File: src/irq_bank_pkg.sv
// Constants for one interrupt bank: register selects, bit fields, reset values
package irq_bank_pkg;

    // ----------------------------------------
    // Register selects
    // ----------------------------------------
    localparam logic [4:0] SEL_INIT_ONE   = 5'h00;
    localparam logic [4:0] SEL_INIT_TWO   = 5'h01;
    localparam logic [4:0] SEL_INIT_THREE = 5'h02;
    localparam logic [4:0] SEL_INIT_FOUR  = 5'h03;
    localparam logic [4:0] SEL_OP_ONE     = 5'h04;
    localparam logic [4:0] SEL_OP_TWO     = 5'h05;
    localparam logic [4:0] SEL_OP_THREE   = 5'h06;
    localparam logic [4:0] SEL_VECTOR     = 5'h08;

    // ----------------------------------------
    // Bit positions
    // ----------------------------------------
    localparam int B_FOURTH_WORD_NEEDED  = 0;
    localparam int B_SINGLE_BANK         = 1;
    localparam int B_TRIGGER_MODE        = 3;
    localparam int B_AUTO_END_OF_IRQ     = 1;
    localparam int B_SPECIAL_FULL_NEST   = 4;
    localparam int B_END_OF_IRQ          = 5;
    localparam int B_LEVEL_SELECT        = 6;
    localparam int B_ROTATE              = 7;
    localparam int B_READ_SELECT         = 0;
    localparam int B_READ_REGISTER       = 1;
    localparam int B_POLL                = 2;
    localparam int B_SPECIAL_MASK_SELECT = 5;
    localparam int B_SPECIAL_MASK_ENABLE = 6;
    localparam int B_POLL_FOUND          = 7;

    // ----------------------------------------
    // Reset values
    // ----------------------------------------
    localparam logic [2:0] LOWEST_PRIO_RESET = 3'h7;
    localparam logic [7:0] BYTE_ZERO         = 8'h00;

    typedef enum logic [4:0] {
        ST_UNINIT    = 5'b00001,
        ST_WAIT_TWO  = 5'b00010,
        ST_WAIT_THREE= 5'b00100,
        ST_WAIT_FOUR = 5'b01000,
        ST_READY     = 5'b10000
    } init_state_t;

endpackage

File: src/interrupt_bank_command_status.sv
// One interrupt bank: init words, control words, status, mask and vectors
`timescale 1ns/100ps
module interrupt_bank_command_status #(
    parameter int NUM_INPUTS = 8
) (
    input  wire logic       i_clock,
    input  wire logic       i_rst,
    input  wire logic [7:0] i_irq_n,
    input  wire logic [4:0] i_sel,
    input  wire logic       i_wr,
    input  wire logic       i_rd,
    input  wire logic [7:0] i_wdata,
    input  wire logic       i_other_init_two_wr,
    output logic      [7:0] o_rdata,
    output logic            o_int,
    output logic            o_half_level_req
);

    // ----------------------------------------
    // Priority helpers
    // ----------------------------------------
    // Returns {found, level}; the level just after lowest ranks first
    function automatic logic [3:0] prio_pick(input logic [7:0] v, input logic [2:0] low);
        logic [2:0] idx;
        logic [3:0] res;
        res = 4'h0;
        for (int i = 8; i >= 1; i--)
        begin
            idx = low + 3'(i);
            if (v[idx])
                res = {1'b1, idx};
        end
        return res;
    endfunction

    function automatic logic [2:0] rank(input logic [2:0] lvl, input logic [2:0] low);
        return 3'(lvl - low - 3'h1);
    endfunction

    // ----------------------------------------
    // State
    // ----------------------------------------
    irq_bank_pkg::init_state_t state_r;
    logic [7:0] sync1_r;
    logic [7:0] sync2_r;
    logic [7:0] prev_r;
    logic [7:0] pending_r;
    logic [7:0] in_service_r;
    logic [7:0] mask_r;
    logic [7:0] init_two_r;
    logic [7:0] vector_store_r [NUM_INPUTS];
    logic [2:0] lowest_r;
    logic       trigger_level_r;
    logic       cascade_r;
    logic       need_four_r;
    logic       auto_eoi_r;
    logic       full_nest_r;
    logic       rotate_auto_r;
    logic       special_mask_r;
    logic       read_isr_r;
    logic       poll_pend_r;

    logic [7:0] req_lvl;
    logic       wr_init_one;
    logic       wr_op_two;
    logic       wr_op_three;
    logic       poll_read;
    logic [3:0] req_top;
    logic [3:0] isr_top;
    logic       int_now;
    logic [7:0] eligible;
    logic [2:0] vec_idx;
    logic       vec_hit;

    // Pins are active low; invert after synchroniser
    assign req_lvl     = ~sync2_r;
    assign wr_init_one = i_wr && (i_sel == irq_bank_pkg::SEL_INIT_ONE);
    assign wr_op_two   = i_wr && (i_sel == irq_bank_pkg::SEL_OP_TWO) && (state_r == irq_bank_pkg::ST_READY);
    assign wr_op_three = i_wr && (i_sel == irq_bank_pkg::SEL_OP_THREE) && (state_r == irq_bank_pkg::ST_READY);
    assign poll_read   = i_rd && (i_sel == irq_bank_pkg::SEL_OP_THREE) && poll_pend_r;
    assign vec_hit     = (i_sel >= irq_bank_pkg::SEL_VECTOR) && (i_sel < 5'(irq_bank_pkg::SEL_VECTOR + NUM_INPUTS));
    assign vec_idx     = 3'(i_sel - irq_bank_pkg::SEL_VECTOR);

    assign eligible = pending_r & ~mask_r & (special_mask_r ? ~in_service_r : 8'hff);
    assign req_top  = prio_pick(eligible, lowest_r);
    assign isr_top  = prio_pick(in_service_r, lowest_r);
    // Special mask lets lower levels through while one is in service
    assign int_now  = req_top[3] && (special_mask_r || !isr_top[3]
                      || (rank(req_top[2:0], lowest_r) < rank(isr_top[2:0], lowest_r))
                      || (full_nest_r && req_top[2:0] == isr_top[2:0]));

    // ----------------------------------------
    // Input synchroniser
    // ----------------------------------------
    always_ff @(posedge i_clock or posedge i_rst)
    begin
        if (i_rst)
        begin
            sync1_r <= 8'hff;
            sync2_r <= 8'hff;
        end
        else
        begin
            sync1_r <= i_irq_n;
            sync2_r <= sync1_r;
        end
    end

    // ----------------------------------------
    // Initialisation sequence
    // ----------------------------------------
    always_ff @(posedge i_clock or posedge i_rst)
    begin
        if (i_rst)
        begin
            state_r         <= irq_bank_pkg::ST_UNINIT;
            trigger_level_r <= 1'b0;
            cascade_r       <= 1'b0;
            need_four_r     <= 1'b0;
            auto_eoi_r      <= 1'b0;
            full_nest_r     <= 1'b0;
            init_two_r      <= irq_bank_pkg::BYTE_ZERO;
        end
        else if (wr_init_one)
        begin
            state_r         <= irq_bank_pkg::ST_WAIT_TWO;
            trigger_level_r <= i_wdata[irq_bank_pkg::B_TRIGGER_MODE];
            cascade_r       <= !i_wdata[irq_bank_pkg::B_SINGLE_BANK];
            need_four_r     <= i_wdata[irq_bank_pkg::B_FOURTH_WORD_NEEDED];
            auto_eoi_r      <= 1'b0;
            full_nest_r     <= 1'b0;
        end
        else if (i_wr)
        begin
            case (state_r)
                irq_bank_pkg::ST_WAIT_TWO:
                    if (i_sel == irq_bank_pkg::SEL_INIT_TWO)
                    begin
                        init_two_r <= i_wdata;
                        if (cascade_r)
                            state_r <= irq_bank_pkg::ST_WAIT_THREE;
                        else if (need_four_r)
                            state_r <= irq_bank_pkg::ST_WAIT_FOUR;
                        else
                            state_r <= irq_bank_pkg::ST_READY;
                    end
                irq_bank_pkg::ST_WAIT_THREE:
                    if (i_sel == irq_bank_pkg::SEL_INIT_THREE)
                        state_r <= need_four_r ? irq_bank_pkg::ST_WAIT_FOUR : irq_bank_pkg::ST_READY;
                irq_bank_pkg::ST_WAIT_FOUR:
                    if (i_sel == irq_bank_pkg::SEL_INIT_FOUR)
                    begin
                        auto_eoi_r  <= i_wdata[irq_bank_pkg::B_AUTO_END_OF_IRQ];
                        full_nest_r <= i_wdata[irq_bank_pkg::B_SPECIAL_FULL_NEST];
                        state_r     <= irq_bank_pkg::ST_READY;
                    end
                default:
                    state_r <= state_r;
            endcase
        end
    end

    // ----------------------------------------
    // Level 1.5 request on second init word
    // ----------------------------------------
    // Set wins over a readback in the same cycle
    always_ff @(posedge i_clock or posedge i_rst)
    begin
        if (i_rst)
            o_half_level_req <= 1'b0;
        else if ((i_wr && i_sel == irq_bank_pkg::SEL_INIT_TWO) || i_other_init_two_wr)
            o_half_level_req <= 1'b1;
        else if (i_rd && i_sel == irq_bank_pkg::SEL_INIT_TWO)
            o_half_level_req <= 1'b0;
    end

    // ----------------------------------------
    // Pending requests
    // ----------------------------------------
    always_ff @(posedge i_clock or posedge i_rst)
    begin
        if (i_rst)
        begin
            pending_r <= irq_bank_pkg::BYTE_ZERO;
            prev_r    <= irq_bank_pkg::BYTE_ZERO;
        end
        else if (wr_init_one)
        begin
            // In edge mode a held request must make a fresh edge after init
            pending_r <= irq_bank_pkg::BYTE_ZERO;
            prev_r    <= req_lvl;
        end
        else if (poll_read)
        begin
            if (int_now && !trigger_level_r)
                pending_r[req_top[2:0]] <= 1'b0;
        end
        else if (!poll_pend_r)
        begin
            prev_r <= req_lvl;
            if (trigger_level_r)
                pending_r <= req_lvl;
            else
                pending_r <= (pending_r | (req_lvl & ~prev_r)) & req_lvl;
        end
    end

    // ----------------------------------------
    // In-service, priority and rotation
    // ----------------------------------------
    always_ff @(posedge i_clock or posedge i_rst)
    begin
        if (i_rst)
        begin
            in_service_r  <= irq_bank_pkg::BYTE_ZERO;
            lowest_r      <= irq_bank_pkg::LOWEST_PRIO_RESET;
            rotate_auto_r <= 1'b0;
        end
        else if (wr_init_one)
        begin
            in_service_r  <= irq_bank_pkg::BYTE_ZERO;
            lowest_r      <= irq_bank_pkg::LOWEST_PRIO_RESET;
            rotate_auto_r <= 1'b0;
        end
        else if (poll_read && int_now)
        begin
            if (!auto_eoi_r)
                in_service_r[req_top[2:0]] <= 1'b1;
            else if (rotate_auto_r)
                lowest_r <= req_top[2:0];
        end
        else if (wr_op_two)
        begin
            case (i_wdata[7:5])
                3'b001:
                    if (isr_top[3])
                        in_service_r[isr_top[2:0]] <= 1'b0;
                3'b101:
                    if (isr_top[3])
                    begin
                        in_service_r[isr_top[2:0]] <= 1'b0;
                        lowest_r                   <= isr_top[2:0];
                    end
                3'b011:
                    in_service_r[i_wdata[2:0]] <= 1'b0;
                3'b111:
                begin
                    in_service_r[i_wdata[2:0]] <= 1'b0;
                    lowest_r                   <= i_wdata[2:0];
                end
                3'b110:
                    lowest_r <= i_wdata[2:0];
                3'b100:
                    rotate_auto_r <= 1'b1;
                3'b000:
                    rotate_auto_r <= 1'b0;
                default:
                    rotate_auto_r <= rotate_auto_r;
            endcase
        end
    end

    // ----------------------------------------
    // Mask, special mask and read selection
    // ----------------------------------------
    always_ff @(posedge i_clock or posedge i_rst)
    begin
        if (i_rst)
        begin
            mask_r         <= irq_bank_pkg::BYTE_ZERO;
            special_mask_r <= 1'b0;
            read_isr_r     <= 1'b0;
            poll_pend_r    <= 1'b0;
        end
        else if (wr_init_one)
        begin
            mask_r         <= irq_bank_pkg::BYTE_ZERO;
            special_mask_r <= 1'b0;
            read_isr_r     <= 1'b0;
            poll_pend_r    <= 1'b0;
        end
        else
        begin
            // Any order of control words is fine once ready
            if (i_wr && i_sel == irq_bank_pkg::SEL_OP_ONE && state_r == irq_bank_pkg::ST_READY)
                mask_r <= i_wdata;
            if (wr_op_three)
            begin
                if (i_wdata[irq_bank_pkg::B_SPECIAL_MASK_ENABLE])
                    special_mask_r <= i_wdata[irq_bank_pkg::B_SPECIAL_MASK_SELECT];
                if (i_wdata[irq_bank_pkg::B_READ_REGISTER])
                    read_isr_r <= i_wdata[irq_bank_pkg::B_READ_SELECT];
                poll_pend_r <= i_wdata[irq_bank_pkg::B_POLL];
            end
            else if (poll_read)
                poll_pend_r <= 1'b0;
        end
    end

    // ----------------------------------------
    // Vector registers
    // ----------------------------------------
    always_ff @(posedge i_clock or posedge i_rst)
    begin
        if (i_rst)
        begin
            for (int k = 0; k < NUM_INPUTS; k++)
                vector_store_r[k] <= irq_bank_pkg::BYTE_ZERO;
        end
        else if (i_wr && vec_hit)
            vector_store_r[vec_idx] <= i_wdata;
    end

    // ----------------------------------------
    // Read data and request output
    // ----------------------------------------
    // Read answers on the edge after the strobe
    always_ff @(posedge i_clock or posedge i_rst)
    begin
        if (i_rst)
        begin
            o_rdata <= irq_bank_pkg::BYTE_ZERO;
            o_int   <= 1'b0;
        end
        else
        begin
            o_int <= int_now && (state_r == irq_bank_pkg::ST_READY) && !poll_pend_r;
            if (i_rd)
            begin
                if (i_sel == irq_bank_pkg::SEL_OP_THREE)
                begin
                    if (poll_pend_r)
                        o_rdata <= {int_now, 4'h0, req_top[2:0]};
                    else if (read_isr_r)
                        o_rdata <= in_service_r;
                    else
                        o_rdata <= pending_r;
                end
                else if (i_sel == irq_bank_pkg::SEL_OP_ONE)
                    o_rdata <= mask_r;
                else if (i_sel == irq_bank_pkg::SEL_INIT_TWO)
                    o_rdata <= init_two_r;
                else if (vec_hit)
                    o_rdata <= vector_store_r[vec_idx];
                else
                    o_rdata <= irq_bank_pkg::BYTE_ZERO;
            end
        end
    end

    // ----------------------------------------
    // Assertions
    // ----------------------------------------
    a_half_level_raise: assert property (@(posedge i_clock) disable iff (i_rst)
        (i_wr && i_sel == irq_bank_pkg::SEL_INIT_TWO) |=> o_half_level_req)
        else $error("level 1.5 request not raised");

    a_half_level_clear: assert property (@(posedge i_clock) disable iff (i_rst)
        (i_rd && i_sel == irq_bank_pkg::SEL_INIT_TWO && !i_wr && !i_other_init_two_wr) |=> !o_half_level_req)
        else $error("level 1.5 request not cleared by readback");

    a_mask_readback: assert property (@(posedge i_clock) disable iff (i_rst)
        (i_rd && i_sel == irq_bank_pkg::SEL_OP_ONE) |=> (o_rdata == $past(mask_r)))
        else $error("mask read differs from stored mask");

    a_poll_override: assert property (@(posedge i_clock) disable iff (i_rst)
        (wr_op_three && i_wdata[irq_bank_pkg::B_POLL] && i_wdata[irq_bank_pkg::B_READ_REGISTER])
        |=> poll_pend_r)
        else $error("status read not replaced by poll result");

    a_poll_one_shot: assert property (@(posedge i_clock) disable iff (i_rst)
        (poll_read && !i_wr) |=> !poll_pend_r)
        else $error("poll stayed armed after its read");

    a_poll_ack_isr: assert property (@(posedge i_clock) disable iff (i_rst)
        (poll_read && int_now && !auto_eoi_r && !i_wr) |=> in_service_r[$past(req_top[2:0])])
        else $error("poll read did not set in-service bit");

    a_poll_freeze: assert property (@(posedge i_clock) disable iff (i_rst)
        (poll_pend_r && !poll_read && !wr_init_one) |=> $stable(pending_r))
        else $error("requests changed while poll pending");

    a_smm_ignored: assert property (@(posedge i_clock) disable iff (i_rst)
        (wr_op_three && !i_wdata[irq_bank_pkg::B_SPECIAL_MASK_ENABLE]) |=> $stable(special_mask_r))
        else $error("special mask changed without enable");

    a_specific_eoi: assert property (@(posedge i_clock) disable iff (i_rst)
        (wr_op_two && i_wdata[7:5] == 3'b011) |=> !in_service_r[$past(i_wdata[2:0])])
        else $error("specific end-of-interrupt left bit set");

    a_read_select: assert property (@(posedge i_clock) disable iff (i_rst)
        (i_rd && i_sel == irq_bank_pkg::SEL_OP_THREE && !poll_pend_r && read_isr_r)
        |=> (o_rdata == $past(in_service_r)))
        else $error("in-service view not returned");

endmodule

File: config.mk
export PLATFORM = sky130hd
export DESIGN_NAME = interrupt_bank_command_status
export DESIGN_NICKNAME = d
export VERILOG_FILES = /design/src/irq_bank_pkg.sv /design/src/interrupt_bank_command_status.sv
export SDC_FILE = /design/constraint.sdc
export NUM_CORES = 1
export LEC_CHECK = 0
export BUFFER_PORTS_ARGS = -buffer_cell sky130_fd_sc_hd__clkbuf_2
export CORE_ASPECT_RATIO = 0.75
export CORE_MARGIN = 5
export CORE_UTILIZATION = 45
export CTS_CLUSTER_DIAMETER = 80
export DETAILED_ROUTE_END_ITERATION = 10
export PLACE_DENSITY_LB_ADDON = 0.1
export REMOVE_ABC_BUFFERS = 1
export SLEW_MARGIN = 20
export SYNTH_ARGS = -nofsm -noshare
export SYNTH_HDL_FRONTEND = slang
export SYNTH_SLANG_ARGS = --single-unit
File: constraint.sdc
create_clock -name i_clock -period 9.7 [get_ports i_clock]
set_input_delay 1.94 -clock i_clock [delete_from_list [all_inputs] [get_ports i_clock]]
set_output_delay 1.94 -clock i_clock [all_outputs]
set_load 0.03 [all_outputs]
==> flow_metrics.env <==
export IMPL_final_instance_count_excl_fill=1156
export IMPL_synth_warning_count=0
export IMPL_detailedPlace_worstSlack_ns=2.675
export IMPL_leakage_power_of_the_design_nw=4.121
export IMPL_syn_inst=886
export IMPL_max_flop_register="vector_store_r"
export IMPL_synth_edff_count=0
export IMPL_io_buffers=35
export IMPL_fill_cells=1754
export IMPL_criticalPathCategory="flip-flop to flip-flop"
export IMPL_reg2reg_setup_slack_ns=2.47
export IMPL_clkSlewWorstSetupHoldPaths_ns=0.07
export IMPL_die_area_sq_um=22830
export IMPL_antenna_diode_instance_count=0
export IMPL_yosys_cell_types_count=76
export IMPL_critical_path_endpoint_type="flip-flop"
export IMPL_synth_top_cell_by_area="dfrtp_1"
export IMPL_starting_density_of_the_core_pct=46.04
export IMPL_area_of_the_placeable_core_sq_um=19430
export IMPL_netlist_top_cells_area="dfrtp_1 (36%), mux2_2 (9.9%), mux4_2 (6.5%)"
export IMPL_cts_htree_levels=4
export IMPL_most_frequent_cell_after_synthesis="dfrtp_1"
export IMPL_synthesis_area_sq_um=8947
export IMPL_synth_ff_type="dfrtp_1"
export IMPL_r2r_worst_path_cells=18
export IMPL_critical_path_max_fanout=30
export IMPL_finalCritPeriodShare_pct=74.50
export IMPL_cts_repair_timing_setup_buffer_count=0
export IMPL_die_width_microns=172.8
export IMPL_tritoncts_num_sinks=147
export IMPL_grt_setup_unrepaired="false"
export IMPL_total_power_mw=3.813
export IMPL_antenna_left=0
export IMPL_grt_pass1_vias=7379
export IMPL_nNetsFinal=924
export IMPL_cts_hold_buffers=0
export IMPL_setup_violations_final=0
export IMPL_number_of_flip_flops_in_the_largest_register=64
export IMPL_detailroute_via_count=7548
export IMPL_final_setup_skew_ns=0.01794
export IMPL_clk_insertion_delay_late_ns=0.44
export IMPL_multi_input_area_sq_um=4947
export IMPL_remaining_drc_errors=0
export IMPL_number_of_storage_elements_in_the_synthesis_netlist=147
export IMPL_class_of_the_tightest_hold_or_removal_check="flip-flop to flip-flop"
export IMPL_first_pass_grt_wire_length_mm=43.47
export IMPL_fin_util_pct=50.68
export IMPL_drt_pass1_iter_count=5
export IMPL_setup_tns_final_ns=0
export IMPL_areaGrowthSynthToFinish_pct=10.07
export IMPL_synth_async_sr_flop_share_pct=100.0
export IMPL_power_density_nw_per_um2=387.2
export IMPL_clock_tree_buffer_depth=2
export IMPL_drt_iter0_markers=939
export IMPL_cp_required_ns=10.06
export IMPL_timing_max_cap_violations=0
export IMPL_yosys_area_top_type_share_pct=35.52
export IMPL_seq_area_frac_synth_pct=41.39
export IMPL_critical_path_reg2reg_endpoint="in_service_r[5]"
export IMPL_cp_endpoint="in_service_r[5]"
export IMPL_max_transition_margin_pct=34.50
export IMPL_clk_root_buffer_cell="clkbuf_16"
export IMPL_number_of_buffers_created_by_cts=17
export IMPL_die_h_microns=132.1
export IMPL_final_layout_size_suffix_gt1_share_pct=24.36
export IMPL_fp_row_count=44
export IMPL_antenna_found_initial=0
export IMPL_number_of_placed_instances_with_taps_included=1124
export IMPL_start_kind="flip-flop"
export IMPL_outcome="complete, no violations"
export IMPL_max_freq_mhz=138.4
export IMPL_drv_slew=0
export IMPL_timing_rr_start="lowest_r[0]"
export IMPL_post_synth_most_frequent_cells="dfrtp_1 (127), nand2_1 (83), mux2_2 (79)"
export IMPL_wl_per_cell_microns=23.37
export IMPL_grt_max_degree=91
export IMPL_fin_area_sq_um=9848
export IMPL_global_route_usage_total_pct=23.74
export IMPL_post_route_min_period_ns=7.227
export IMPL_arrival_ns=7.58
export IMPL_globalplace_congestion=0.8934
export IMPL_tritoncts="done"
export IMPL_worstSetupStartpoint="lowest_r[0]"
export IMPL_fin_worst_hold_slack_ns=0.3559
export IMPL_cts_resized_gates=0
export IMPL_via_per_inst=6.529
export IMPL_worst_margin_pin_slew_ns=0.9783
export IMPL_globalRoute_totalOverflow=0
export IMPL_placement_stage_cell_area_sq_um=9275
export IMPL_avgSynthCellArea_sq_um=10.10
export IMPL_irDropWorstVdd_v=0.0003538
export IMPL_fin_ws_ns=2.473
export IMPL_final_hold_violation_count=0
export IMPL_place_detailed_hpwl_mm=19.21
export IMPL_finalWirelength_mm=27.02
export IMPL_num_io_pins=36
export IMPL_seqCellArea_sq_um=3704
[layout by cell type, fill, tap and decap left out, types with 5 or more instances in the layout]
cell type	count
clkbuf_16	17
or3_1	7
and2_0	5
nand2b_1	8
a21oi_1	47
nand4_1	21
clkbuf_2	35
o21ai_0	40
xnor2_1	5
ha_1	6
mux4_2	26
a41oi_1	11
nor2_1	65
a31oi_1	18
inv_6	7
a221o_1	6
dfstp_2	20
a21o_1	6
and3_1	8
dfrtp_1	127
buf_4	8
inv_1	15
nor2b_1	21
nand3_1	47
nor3_1	8
mux2i_1	25
nor3b_1	12
a311oi_1	5
a22oi_1	5
mux2_2	79
o22a_1	8
and2_1	7
nand2_1	83
[report_power, final]
group          internal (mW)  switching, mW
combinational          0.883           1.42
sequential             0.715          0.152
clock                  0.340          0.305
[cell type report]
cell class / instances / share of cell area, %
Clock buffer: 17 / 4.320
Clock inverter: 15 / 1.436
Inverter: 19 / 0.8004
Multi-Input combinational cell: 662 / 50.23
Sequential cell: 147 / 37.61
Tap cell: 253 / 3.214
Timing Repair Buffer: 43 / 2.389
[critical path, stage by stage, from the launching register on]
cell and delay [ns]:
dfstp_2 1.00, inv_2 0.24, ha_1 0.82, nor2b_1 0.21, nand3_1 0.17, nand4_1 0.36
a2111oi_0 0.68, o21ai_1 0.12, nand4_1 0.11, and3_1 0.68, fa_1 0.56, ha_1 0.31
a21o_1 0.16, a21oi_1 0.14, nor3_1 0.07, or3_1 0.42, o31ai_4 0.21, mux2i_1 0.65
a31o_1 0.24
[how the worst min path moves through the flow]
| stage | startpoint | end | slack [ns] | depth (start not counted) |
|---|---|---|---|---|
| 3_3_place_gp | sync1_r[3] | sync2_r[3] | 0.35 | 0 |
| 4_1_cts | sync1_r[2] | sync2_r[2] | 0.36 | 0 |
| 2_1_floorplan | sync1_r[0] | sync2_r[0] | 0.35 | 0 |
| 6_report | sync1_r[2] | sync2_r[2] | 0.36 | 0 |
| 3_5_place_dp | sync1_r[3] | sync2_r[3] | 0.35 | 0 |
| 5_1_grt | sync1_r[7] | sync2_r[7] | 0.36 | 0 |
[routing by layer]
layer	GRT usage (%)	up-vias	wire length, microns
li1	-	3339	-
met1	37.71	3854	13160
met2	33.32	327	11490
met3	5.275	28	2138
met4	4.452	0	221
met5	0	-	0
[logic make-up (layout without fill, tap and decap cells)]
| logic type | after synthesis | after routing | share of synthesized area, % |
|---|---|---|---|
| simple gates | 313 | 313 | 17.35 |
| compound gates | 200 | 200 | 15.83 |
| flops | 147 | 147 | 41.39 |
| mux | 132 | 132 | 19.69 |
| buf+inv | 77 | 94 | 3.566 |
| xor+xnor | 9 | 9 | 0.8809 |
| fa+ha+maj | 8 | 8 | 1.287 |
No activity file was read; power rests on OpenSTA's default activity.
